### src/common/mbrd_consts.vh
// constants for the read-inputs / read-holding-registers request handler
// assumes plain verilog-2005 inclusion by bare name
`ifndef MBRD_CONSTS_VH
`define MBRD_CONSTS_VH
`define MBRD_FC_READ_INPUTS   8'h02
`define MBRD_FC_READ_HOLDING  8'h03
`define MBRD_EXC_FLAG         8'h80
`define MBRD_EXC_ILLEGAL_FUNC 8'h01
`define MBRD_EXC_ILLEGAL_ADDR 8'h02
`define MBRD_DI_ADDR_MAX      16'h000F
`define MBRD_DI_QTY_MIN       16'h0001
`define MBRD_DI_QTY_MAX       16'h0010
`define MBRD_HR_ADDR_MAX_FLT  16'h000E
`define MBRD_HR_ADDR_MAX_CNT  16'h000F
`define MBRD_HR_QTY_MAX_FLT   16'h0008
`define MBRD_HR_QTY_MAX_CNT   16'h0010
`define MBRD_REQ_LEN          3'h5
`define MBRD_RSP_MAX          6'h22
`endif

### src/mbrd_slave.v
// request handler for modbus read discrete inputs (02) and read holding regs (03)
// assumes: request pdu bytes (unit id already stripped) arrive one per strobe,
// response bytes leave one per rsp_ready handshake; bus and settings share clk_i,
// while the digital inputs come straight from pins and are synchronised here.
`include "mbrd_consts.vh"
module mbrd_slave #(
  parameter NUM_CH = 16
) (
  input  wire         clk_i,
  input  wire         rstn_i,
  input  wire [15:0]  digital_in_active_i,
  input  wire [255:0] analog_in_words_i,
  input  wire [255:0] analog_out_words_i,
  input  wire         analog_value_format_select_i,
  input  wire         holding_input_swap_select_i,
  input  wire         req_valid_i,
  input  wire [7:0]   req_byte_i,
  input  wire         req_last_i,
  output wire         req_ready_o,
  output wire         rsp_valid_o,
  output reg  [7:0]   rsp_byte_o,
  output wire         rsp_last_o,
  input  wire         rsp_ready_i,
  input  wire         mst_rsp_valid_i,
  input  wire [7:0]   mst_rsp_func_i,
  input  wire [7:0]   mst_rsp_exc_i,
  output reg  [7:0]   last_response_function_query_o,
  output reg  [7:0]   last_exception_code_query_o
);

// ----------------------------------------
// state encoding
// ----------------------------------------
localparam ST_RECV = 2'h0;
localparam ST_EVAL = 2'h1;
localparam ST_SEND = 2'h2;
localparam ST_DROP = 2'h3;

reg [1:0]  state_reg;
reg [1:0]  state_next;
reg [7:0]  func_reg;
reg [15:0] addr_reg;
reg [15:0] qty_reg;
reg [2:0]  cnt_reg;
reg [5:0]  idx_reg;
reg [5:0]  len_reg;
reg [7:0]  buf_reg [0:`MBRD_RSP_MAX - 1];
reg        exc_reg;

// ----------------------------------------
// helpers
// ----------------------------------------
// byte k (0 = msb) of a 16-bit word taken from a 16-word bus
function [7:0] word_byte;
  input [255:0] bus;
  input [4:0]   widx;
  input         lo;
  begin
    word_byte = bus[{widx[3:0], ~lo, 3'h0} +: 8];
  end
endfunction

// true when the run from start reaches past the first limit channels; worked in
// 17 bits so a quantity near 0xFFFF cannot wrap back into range
function span_over;
  input [15:0] start;
  input [15:0] count;
  input [15:0] limit;
  begin
    span_over = ({1'b0, start} + {1'b0, count}) > {1'b0, limit};
  end
endfunction

assign req_ready_o = (state_reg == ST_RECV) || (state_reg == ST_DROP);
assign rsp_valid_o = (state_reg == ST_SEND);
assign rsp_last_o  = rsp_valid_o && (idx_reg == len_reg - 6'h01);

// ----------------------------------------
// digital input synchroniser
// ----------------------------------------
// pins are asynchronous to clk_i: three stages, and a level only counts
// once stages two and three agree, so a one-cycle glitch never reaches
// a status byte; costs four cycles of latency on an input change
reg [15:0] din_meta_reg;
reg [15:0] din_sync_reg;
reg [15:0] din_hold_reg;
reg [15:0] din_clean_reg;
reg [15:0] din_clean_next;
integer    b;

always @* begin
  din_clean_next = din_clean_reg;
  for (b = 0; b < NUM_CH; b = b + 1) begin
    if (din_sync_reg[b] == din_hold_reg[b])
      din_clean_next[b] = din_sync_reg[b];
  end
end

always @(posedge clk_i or negedge rstn_i) begin
  if (!rstn_i) begin
    din_meta_reg  <= 16'h0000;
    din_sync_reg  <= 16'h0000;
    din_hold_reg  <= 16'h0000;
    din_clean_reg <= 16'h0000;
  end else begin
    din_meta_reg  <= digital_in_active_i;
    din_sync_reg  <= din_meta_reg;
    din_hold_reg  <= din_sync_reg;
    din_clean_reg <= din_clean_next;
  end
end

// ----------------------------------------
// request evaluation
// ----------------------------------------
reg        bad_func;
reg        bad_addr;
reg [15:0] di_bits;
// six bits: sixteen count registers give a byte count of 0x20
reg [5:0]  nbytes;
reg [15:0] di_shift;
reg [255:0] src_bus;
integer    i;

always @* begin
  bad_func = 1'b0;
  bad_addr = 1'b0;
  nbytes   = 6'h00;
  di_bits  = 16'h0000;
  // inverted input sense
  // active reads zero
  di_shift = (~din_clean_reg) >> addr_reg[3:0];
  src_bus  = holding_input_swap_select_i ? analog_out_words_i : analog_in_words_i;
  if (func_reg == `MBRD_FC_READ_INPUTS) begin
    bad_addr = (addr_reg > `MBRD_DI_ADDR_MAX) || (qty_reg < `MBRD_DI_QTY_MIN) ||
               (qty_reg > `MBRD_DI_QTY_MAX) ||
               span_over(addr_reg, qty_reg, `MBRD_DI_QTY_MAX);
    for (i = 0; i < NUM_CH; i = i + 1)
      di_bits[i] = (i < qty_reg) ? di_shift[i] : 1'b0;
    nbytes = {1'b0, qty_reg[4:0] + 5'h07} >> 3;
  end else if (func_reg == `MBRD_FC_READ_HOLDING) begin
    if (analog_value_format_select_i) begin
      bad_addr = (addr_reg > `MBRD_HR_ADDR_MAX_CNT) || (qty_reg == 16'h0000) ||
                 (qty_reg > `MBRD_HR_QTY_MAX_CNT) ||
                 span_over(addr_reg, qty_reg, `MBRD_HR_QTY_MAX_CNT);
    end else begin
      bad_addr = (addr_reg > `MBRD_HR_ADDR_MAX_FLT) || (qty_reg == 16'h0000) ||
                 (qty_reg > `MBRD_HR_QTY_MAX_FLT) || addr_reg[0] || qty_reg[0] ||
                 span_over(addr_reg, qty_reg, `MBRD_HR_QTY_MAX_CNT);
    end
    nbytes = {qty_reg[4:0], 1'b0};
  end else begin
    bad_func = 1'b1;
  end
end

// ----------------------------------------
// sequencer
// ----------------------------------------
always @* begin
  state_next = state_reg;
  case (state_reg)
    ST_RECV: begin
      if (req_valid_i && req_last_i)
        state_next = ST_EVAL;
      else if (req_valid_i && cnt_reg == `MBRD_REQ_LEN - 3'h1)
        state_next = ST_DROP;
    end
    ST_DROP: begin
      if (req_valid_i && req_last_i)
        state_next = ST_EVAL;
    end
    ST_EVAL: state_next = ST_SEND;
    ST_SEND: begin
      if (rsp_ready_i && rsp_last_o)
        state_next = ST_RECV;
    end
    default: state_next = ST_RECV;
  endcase
end

integer k;
always @(posedge clk_i or negedge rstn_i) begin
  if (!rstn_i) begin
    state_reg <= ST_RECV;
    func_reg  <= 8'h00;
    addr_reg  <= 16'h0000;
    qty_reg   <= 16'h0000;
    cnt_reg   <= 3'h0;
    idx_reg   <= 6'h00;
    len_reg   <= 6'h01;
    exc_reg   <= 1'b0;
    rsp_byte_o <= 8'h00;
    for (k = 0; k < `MBRD_RSP_MAX; k = k + 1)
      buf_reg[k] <= 8'h00;
  end else begin
    state_reg <= state_next;
    case (state_reg)
      ST_RECV: begin
        if (req_valid_i) begin
          // pdu only, unit id never seen
          case (cnt_reg)
            3'h0: func_reg <= req_byte_i;
            3'h1: addr_reg[15:8] <= req_byte_i;
            3'h2: addr_reg[7:0]  <= req_byte_i;
            3'h3: qty_reg[15:8]  <= req_byte_i;
            default: qty_reg[7:0] <= req_byte_i;
          endcase
          cnt_reg <= req_last_i ? 3'h0 : cnt_reg + 3'h1;
          // short frame for known function reads as bad address
          if (req_last_i && cnt_reg < `MBRD_REQ_LEN - 3'h1) begin
            qty_reg <= 16'h0000;
            if (cnt_reg == 3'h0)
              func_reg <= req_byte_i;
          end
        end
      end
      ST_DROP: cnt_reg <= 3'h0;
      ST_EVAL: begin
        idx_reg <= 6'h00;
        if (bad_func || bad_addr) begin
          buf_reg[0] <= func_reg | `MBRD_EXC_FLAG;
          buf_reg[1] <= bad_func ? `MBRD_EXC_ILLEGAL_FUNC : `MBRD_EXC_ILLEGAL_ADDR;
          len_reg <= 6'h02;
          exc_reg <= 1'b1;
        end else begin
          buf_reg[0] <= func_reg;
          buf_reg[1] <= {2'h0, nbytes};
          len_reg <= nbytes + 6'h02;
          exc_reg <= 1'b0;
          if (func_reg == `MBRD_FC_READ_INPUTS) begin
            buf_reg[2] <= di_bits[7:0];
            buf_reg[3] <= di_bits[15:8];
          end else begin
            for (k = 0; k < 16; k = k + 1) begin
              buf_reg[2 + 2 * k] <= word_byte(src_bus, addr_reg[4:0] + k[4:0], 1'b0);
              buf_reg[3 + 2 * k] <= word_byte(src_bus, addr_reg[4:0] + k[4:0], 1'b1);
            end
          end
        end
        rsp_byte_o <= (bad_func || bad_addr) ? (func_reg | `MBRD_EXC_FLAG) : func_reg;
      end
      ST_SEND: begin
        if (rsp_ready_i && !rsp_last_o) begin
          idx_reg    <= idx_reg + 6'h01;
          rsp_byte_o <= buf_reg[idx_reg + 6'h01];
        end
      end
      default: cnt_reg <= 3'h0;
    endcase
  end
end

// ----------------------------------------
// master-side response status
// ----------------------------------------
always @(posedge clk_i or negedge rstn_i) begin
  if (!rstn_i) begin
    last_response_function_query_o <= 8'h00;
    last_exception_code_query_o    <= 8'h00;
  end else if (mst_rsp_valid_i) begin
    last_response_function_query_o <= mst_rsp_func_i;
    if (mst_rsp_func_i[7])
      last_exception_code_query_o <= mst_rsp_exc_i;
  end
end

endmodule

### config.mk
export PLATFORM = sky130hd
export DESIGN_NAME = mbrd_slave
export DESIGN_NICKNAME = d
export VERILOG_FILES = /design/src/mbrd_slave.v
export VERILOG_INCLUDE_DIRS = /design/src /design/src/common
export SDC_FILE = /design/constraint.sdc
export NUM_CORES = 2
export LEC_CHECK = 0
export BUFFER_PORTS_ARGS = -buffer_cell sky130_fd_sc_hd__buf_2
export CAP_MARGIN = 20
export CORE_MARGIN = 2
export CORE_UTILIZATION = 45
export DETAILED_ROUTE_END_ITERATION = 7
export PLACE_DENSITY = 0.62
export REMOVE_ABC_BUFFERS = 1
export SETUP_SLACK_MARGIN = 0.05
export SLEW_MARGIN = 20
export SYNTH_ARGS = -nofsm -noshare
export SYNTH_HDL_FRONTEND = slang
export SYNTH_SLANG_ARGS = --single-unit
### constraint.sdc
create_clock -name clk_i -period 4.55 [get_ports clk_i]
set_clock_uncertainty 0.15 [all_clocks]
set_input_delay 0.2275 -clock clk_i [delete_from_list [all_inputs] [get_ports clk_i]]
set_output_delay 0.2275 -clock clk_i [all_outputs]
set_load 0.005 [all_outputs]
* Yosys cells after proc, flatten, opt, wreduce, memory -nomap -nowiden *
Cells that the tools add are included.

operators by class
  reductions and logical operators = 38
  shifts and indexed selects = 33
  order comparisons = 24
  $add $sub $neg = 21
  bitwise operators = 4
  equality and inequality tests = 32
  mux-type cells = 50

operators with widths
  cell                                                            count
  indexed part select 256 x 9 -> 8 bit                            32
  2-to-1 mux 256 bit                                              1
  less-than comparator 4 x 16 -> 1 bit, first input constant      8
  2-to-1 mux 8 bit                                                9
  less-than comparator 3 x 16 -> 1 bit, first input constant      4
  binary-select mux 8 bit (select 6 bit)                          1
  greater-than comparator 16 x 4 -> 1 bit, second input constant  3
  2-to-1 mux 16 bit                                               3
  adder 4 bit, second input constant                              8
  less-than comparator 1 x 16 -> 1 bit, first input constant      2
  less-than comparator 2 x 16 -> 1 bit, first input constant      2
  2-to-1 mux 6 bit                                                4
  2-to-1 mux 1 bit                                                21
  AND reduction 3 bit                                             6
  adder 16 x 16 -> 17 bit                                         1
  greater-than comparator 17 x 5 -> 1 bit, second input constant  1
  adder 4 x 3 -> 4 bit, second input constant                     4
  == test 1 bit                                                   16
  == test 8 x 2 -> 1 bit, second input constant                   2
  greater-than comparator 16 x 5 -> 1 bit, second input constant  1
  zero test 16 bit                                                1
  less-than comparator 16 x 1 -> 1 bit, second input constant     1
  NOT 16 bit                                                      1
  case mux 8 bit (2 select lines)                                 1
  other kinds (34)                                                69

storage, ports and cells
  output and inout port bits = 27
  word-level logic and storage cells = 267
  register bits = 417
  input bits = 560

* Longest topological paths before layout *
  depth after elaboration = 12
  mapped depth = 14
  gate-level depth less buffers = 10

* Least setup slack after synthesis *
Ideal clock, no wire load.

  path type = register -> register
  start = reg addr_reg[0]
  end = reg buf_reg[247] in the netlist's numbering
  data arrival time = 3.611 ns
  path slack = 0.664 ns
  data required time = 4.275 ns
  clock period less this slack = 3.886 ns
  buffers on the path = 2
  setup time = 0.125 ns
  stages on the path, launching flop included = 13
  cells stage by stage = dfrtp_1 ha_1 fa_1 a21o_1 a221oi_2 o31a_1 or3_1 o211ai_1 or4_1 buf_6 nor4_4 buf_6 mux2_4

between the ends
  cells in the longest elaborated chain, start to end = 12
  elaborated cells between the ends (all ways) = 25
  those cells by class = add/sub: 1; order compare: 3; shift: 2; mux: 5; bitwise: 1; reduce/logical: 13

RTL lines
  what                                                                              line              text
  start, declared                                                                   mbrd_slave.v:42   reg [15:0] addr_reg;
  start signal, assigned                                                            mbrd_slave.v:205  3'h2: addr_reg[7:0] <= req_byte_i;
  parallel branches: the longest is 12 deep, another holds adder 16 x 16 -> 17 bit  -
  end signal, assigned by index                                                     mbrd_slave.v:236  buf_reg[2 + 2 * k] <= word_byte(src_bus, addr_reg[4:0] + k[4:0], 1'b0);
  end signal, assigned by index                                                     mbrd_slave.v:237  buf_reg[3 + 2 * k] <= word_byte(src_bus, addr_reg[4:0] + k[4:0], 1'b1);
  end, declared                                                                     mbrd_slave.v:47   reg [7:0] buf_reg [0:`MBRD_RSP_MAX - 1];

Several ways; the timed one is not identified.
A chain may end at the register's enable or synchronous reset.

* Worst setup path in the final report *
  start = reg addr_reg[0]
  end = reg buf_reg[245] in the netlist's numbering

Same word-level chain as after synthesis.

==> summary.md <==
| Metric | Value |
|---|---|
| Comb power frac | `about two thirds` |
| Die area | `slightly below 80000 um2` |
| Crit path DAT | `~4600 ps` |
| Top post-synthesis cells by count | `nand2_1, mux2i_1, dfrtp_1` |
| Setup TNS | `0 ps` |
| Routed vias | `27825` |
| Vias in the first global route | `27922` |
| GR Util met2 | `between 40% and 50%` |
| Post-Syn Area per Cell | `11.2 um2` |
| Pre-antenna DRT Iters | `8` |
| RSZ-0062 raised after global routing | `no` |
| Fill cell count | `between 6000 and 7000` |
| Vert. Die Dim | `roughly 280 um` |
| Internal power | `between 10 and 15 mW` |
| Worst reg2reg setup slack | `240 ps` |
| Final Hold Fails | `0` |
| Max reg flops | `270` |
| Drc violations | `0` |
| Status | `finished, final reports clean` |
| Cell taking the most area after synthesis | `dfrtp_1` |
| Yosys warning total | `0` |
| Power Total | `between 20 and 30 mW` |
| Die width | `277 um` |
| Multi-input logic area | `22400 um2` |
| Post-route ant nets | `0` |
| Flops & latches, synth | `about 420` |
| Final Hold Slack | `between 50 and 60 ps` |
| Type of origin of the critical path | `register` |
| M3 GR Usage | `3.73%` |
| Initial antenna violation count | `4` |
| Peak VDD IR | `between 500 and 600 uV` |
| Grt ovf | `0` |
| PwrDens | `roughly 630 nW/um2` |
| Most used routing layer in global routing | `met2` |
| Sink Count | `around 420` |
| CTS tree | `done` |
| Worst min path class | `input port to async pin` |
| Synth async-reset ratio | `100%` |
| Top achievable clock speed | `approximately 230 MHz` |
| Synth-to-Final Area Change | `20.3%` |
| Synth top area cells | `dfrtp_1, mux4_2, mux2i_1` |
| Layout cell share with drive strength beyond 1 | `approximately 37%` |
| Switching Fraction | `a little under half` |
| Count of input and output buffers | `between 500 and 600` |
| Global Route met1 Usage | `between 30% and 40%` |
| Critical path data required time | `4870 ps` |
| Synth top area share | `between 30% and 40%` |
| EDFF count, synth | `0` |
| R2R depth | `12` |
| Ports | `between 500 and 600` |
| Clock power frac | `17.5%` |
| Setup WS post-layout | `236 ps` |
| WL final | `between 100000 and 150000 um` |
| Register cell area after layout | `between 10000 and 15000 um2` |
| Global-route wire length before repair | `between 150000 and 200000 um` |
| Clock buffer depth | `3` |
| Max-cap violation count | `0` |
| Clk Latency, worst-skew pair | `around 610 ps` |
| Prevailing post-synth register cell | `dfrtp_1` |
| Cells after synthesis | `roughly 3000` |
| Setup crit end kind | `register` |
| Final #Nets | `between 4000 and 5000` |
| Routability congestion estimate | `0.897` |
| Worst-margin pin slew | `around 1000 ps` |
| Mapped cell area | `~34000 um2` |
| DR vias/cell | `6.09` |
| Post-synthesis sequential area ratio | `approximately 31%` |
| Dpl ws | `255 ps` |
| Max H-tree Level | `2` |
| Clock transition at path regs | `~60 ps` |
| Resize count post-CTS | `0` |
| Drt wl/cell | `around 24 um` |
| Final Critical Period | `4310 ps` |
| Num CTS Buffers | `between 40 and 50` |
| Initial Utilization | `between 40% and 50%` |
| Root buffer cell | `clkbuf_16` |
| Finish-stage setup viols | `0` |
| CP max FO | `18` |
| Pins over their slew limit | `0` |
| Core area | `roughly 74000 um2` |
| Critical path start-end classification | `register to register` |
| Site Rows | `100` |
| Unique masters post-synth | `64` |
| HPWL after DPL | `83700 um` |
| Count leader, synth | `nand2_1` |
| Slew headroom | `33.1%` |
| Static leakage | `18.8 nW` |
| Largest net degree at the start of global routing | `~170` |
| Sequential Power Share | `~17%` |
| Switching pwr | `12.1 mW` |
| Initial DRC Count | `around 2300` |
| Total GRT Usage | `between 20% and 30%` |
| Period utilization | `a little over nine tenths` |
-- cells in the final DEF (no fill, tap or decap), drive strengths merged, types with 5 or more instances in the layout --
cell type,n
or4,5
buf,693
xnor2,20
nand2,536
a211oi,11
mux4,334
o221ai,9
inv,20
xor2,14
nor3,18
nand4,8
nor2,42
nor4,7
clkinvlp,7
a22o,15
and3,8
dfrtp,414
dlygate4sd3,52
o21ai,319
o22ai,11
clkbuf,58
nand2b,6
bufinv,12
mux2i,415
maj3,16
ha,38
nand3,15
nor2b,5
a21oi,43
o21a,5
a21o,5
mux2,374
clkinv,13
o211ai,7
-- power groups by stage --
stage	registers, mW	logic, mW	clock network (mW)
after floorplan	4.85	11.4	0
after global placement	4.37	16.3	0
after detailed placement	4.38	16.4	0
after CTS	4.31	16.5	4.49
after global routing	4.35	18.0	4.65
final	4.32	16.6	4.42
-- repair_timing --
action,4_1_cts,5_1_grt
setup endpoints to repair,0,28
hold endpoints to repair,168,0
setup buffers,0,2
hold buffers,52,0
-- cells by family (layout without fill, tap and decap cells) --
family | Yosys count | count (layout) | synth area share (%)
AND/OR/NAND/NOR | 663 | 663 | 8.04
adder cells (fa/ha/maj) | 55 | 55 | 1.95
buffers and inverters | 269 | 855 | 3.31
other | 0 | 1 | 0
XOR/XNOR | 34 | 34 | 0.886
AO/OA/AOI/OAI | 454 | 454 | 7.59
multiplexers | 1123 | 1123 | 47.3
flip-flops | 415 | 415 | 30.9
-- per-stage QoR --
step	area, um2	utilization (%)	cells
floorplan	32600	-	2764
global placement	38100	51.3	4424
detailed placement	38100	51.3	4424
CTS	40400	54.5	4565
global route	40500	54.5	4569
finish	40500	54.5	4569
-- cell type report --
cell class | instances | share of cell area, %
Clock inverter | 32 | 1.29
Multi-Input combinational cell | 2329 | 55.3
Clock buffer | 57 | 3.20
Antenna cell | 1 | 0.00618
Inverter | 20 | 0.192
Sequential cell | 415 | 25.7
Timing Repair Buffer | 746 | 11.3
Tap cell | 969 | 3.00
-- routing by layer --
layer / routed length (um) / part of all wire, %
met4: 2260 / 2.0
met2: 55000 / 49
met3: 7000 / 6.3
met5: 0 / 0
met1: 46900 / 42
-- critical path, cell delays in order (launching register included) --
cell	delay, ps
dfrtp_4	470
ha_1	240
fa_1	410
a21o_1	230
a221oi_2	380
o31a_1	250
mux2i_1	200
o2111ai_1	150
or4_1	520
buf_4	210
nor4_4	260
buf_4	360
mux2_2	380
-- path summary, 6_finish.rpt --
path | from | to
max | addr_reg[0]$_DFFE_PN0P_ | buf_reg[245]$_DFFE_PN0P_
min | rstn_i | buf_reg[106]$_DFFE_PN0P_
max reg2reg | addr_reg[0]$_DFFE_PN0P_ | buf_reg[245]$_DFFE_PN0P_
min reg2reg | din_meta_reg[0]$_DFF_PN0_ | din_sync_reg[0]$_DFF_PN0_
max in group asynchronous | rstn_i | idx_reg[0]$_DFFE_PN0P_
min in group clk_i | mst_rsp_func_i[7] | last_exception_code_query_o[2]$_DFFE_PN0P_
Note: power is estimated with default switching activity, not from simulation.
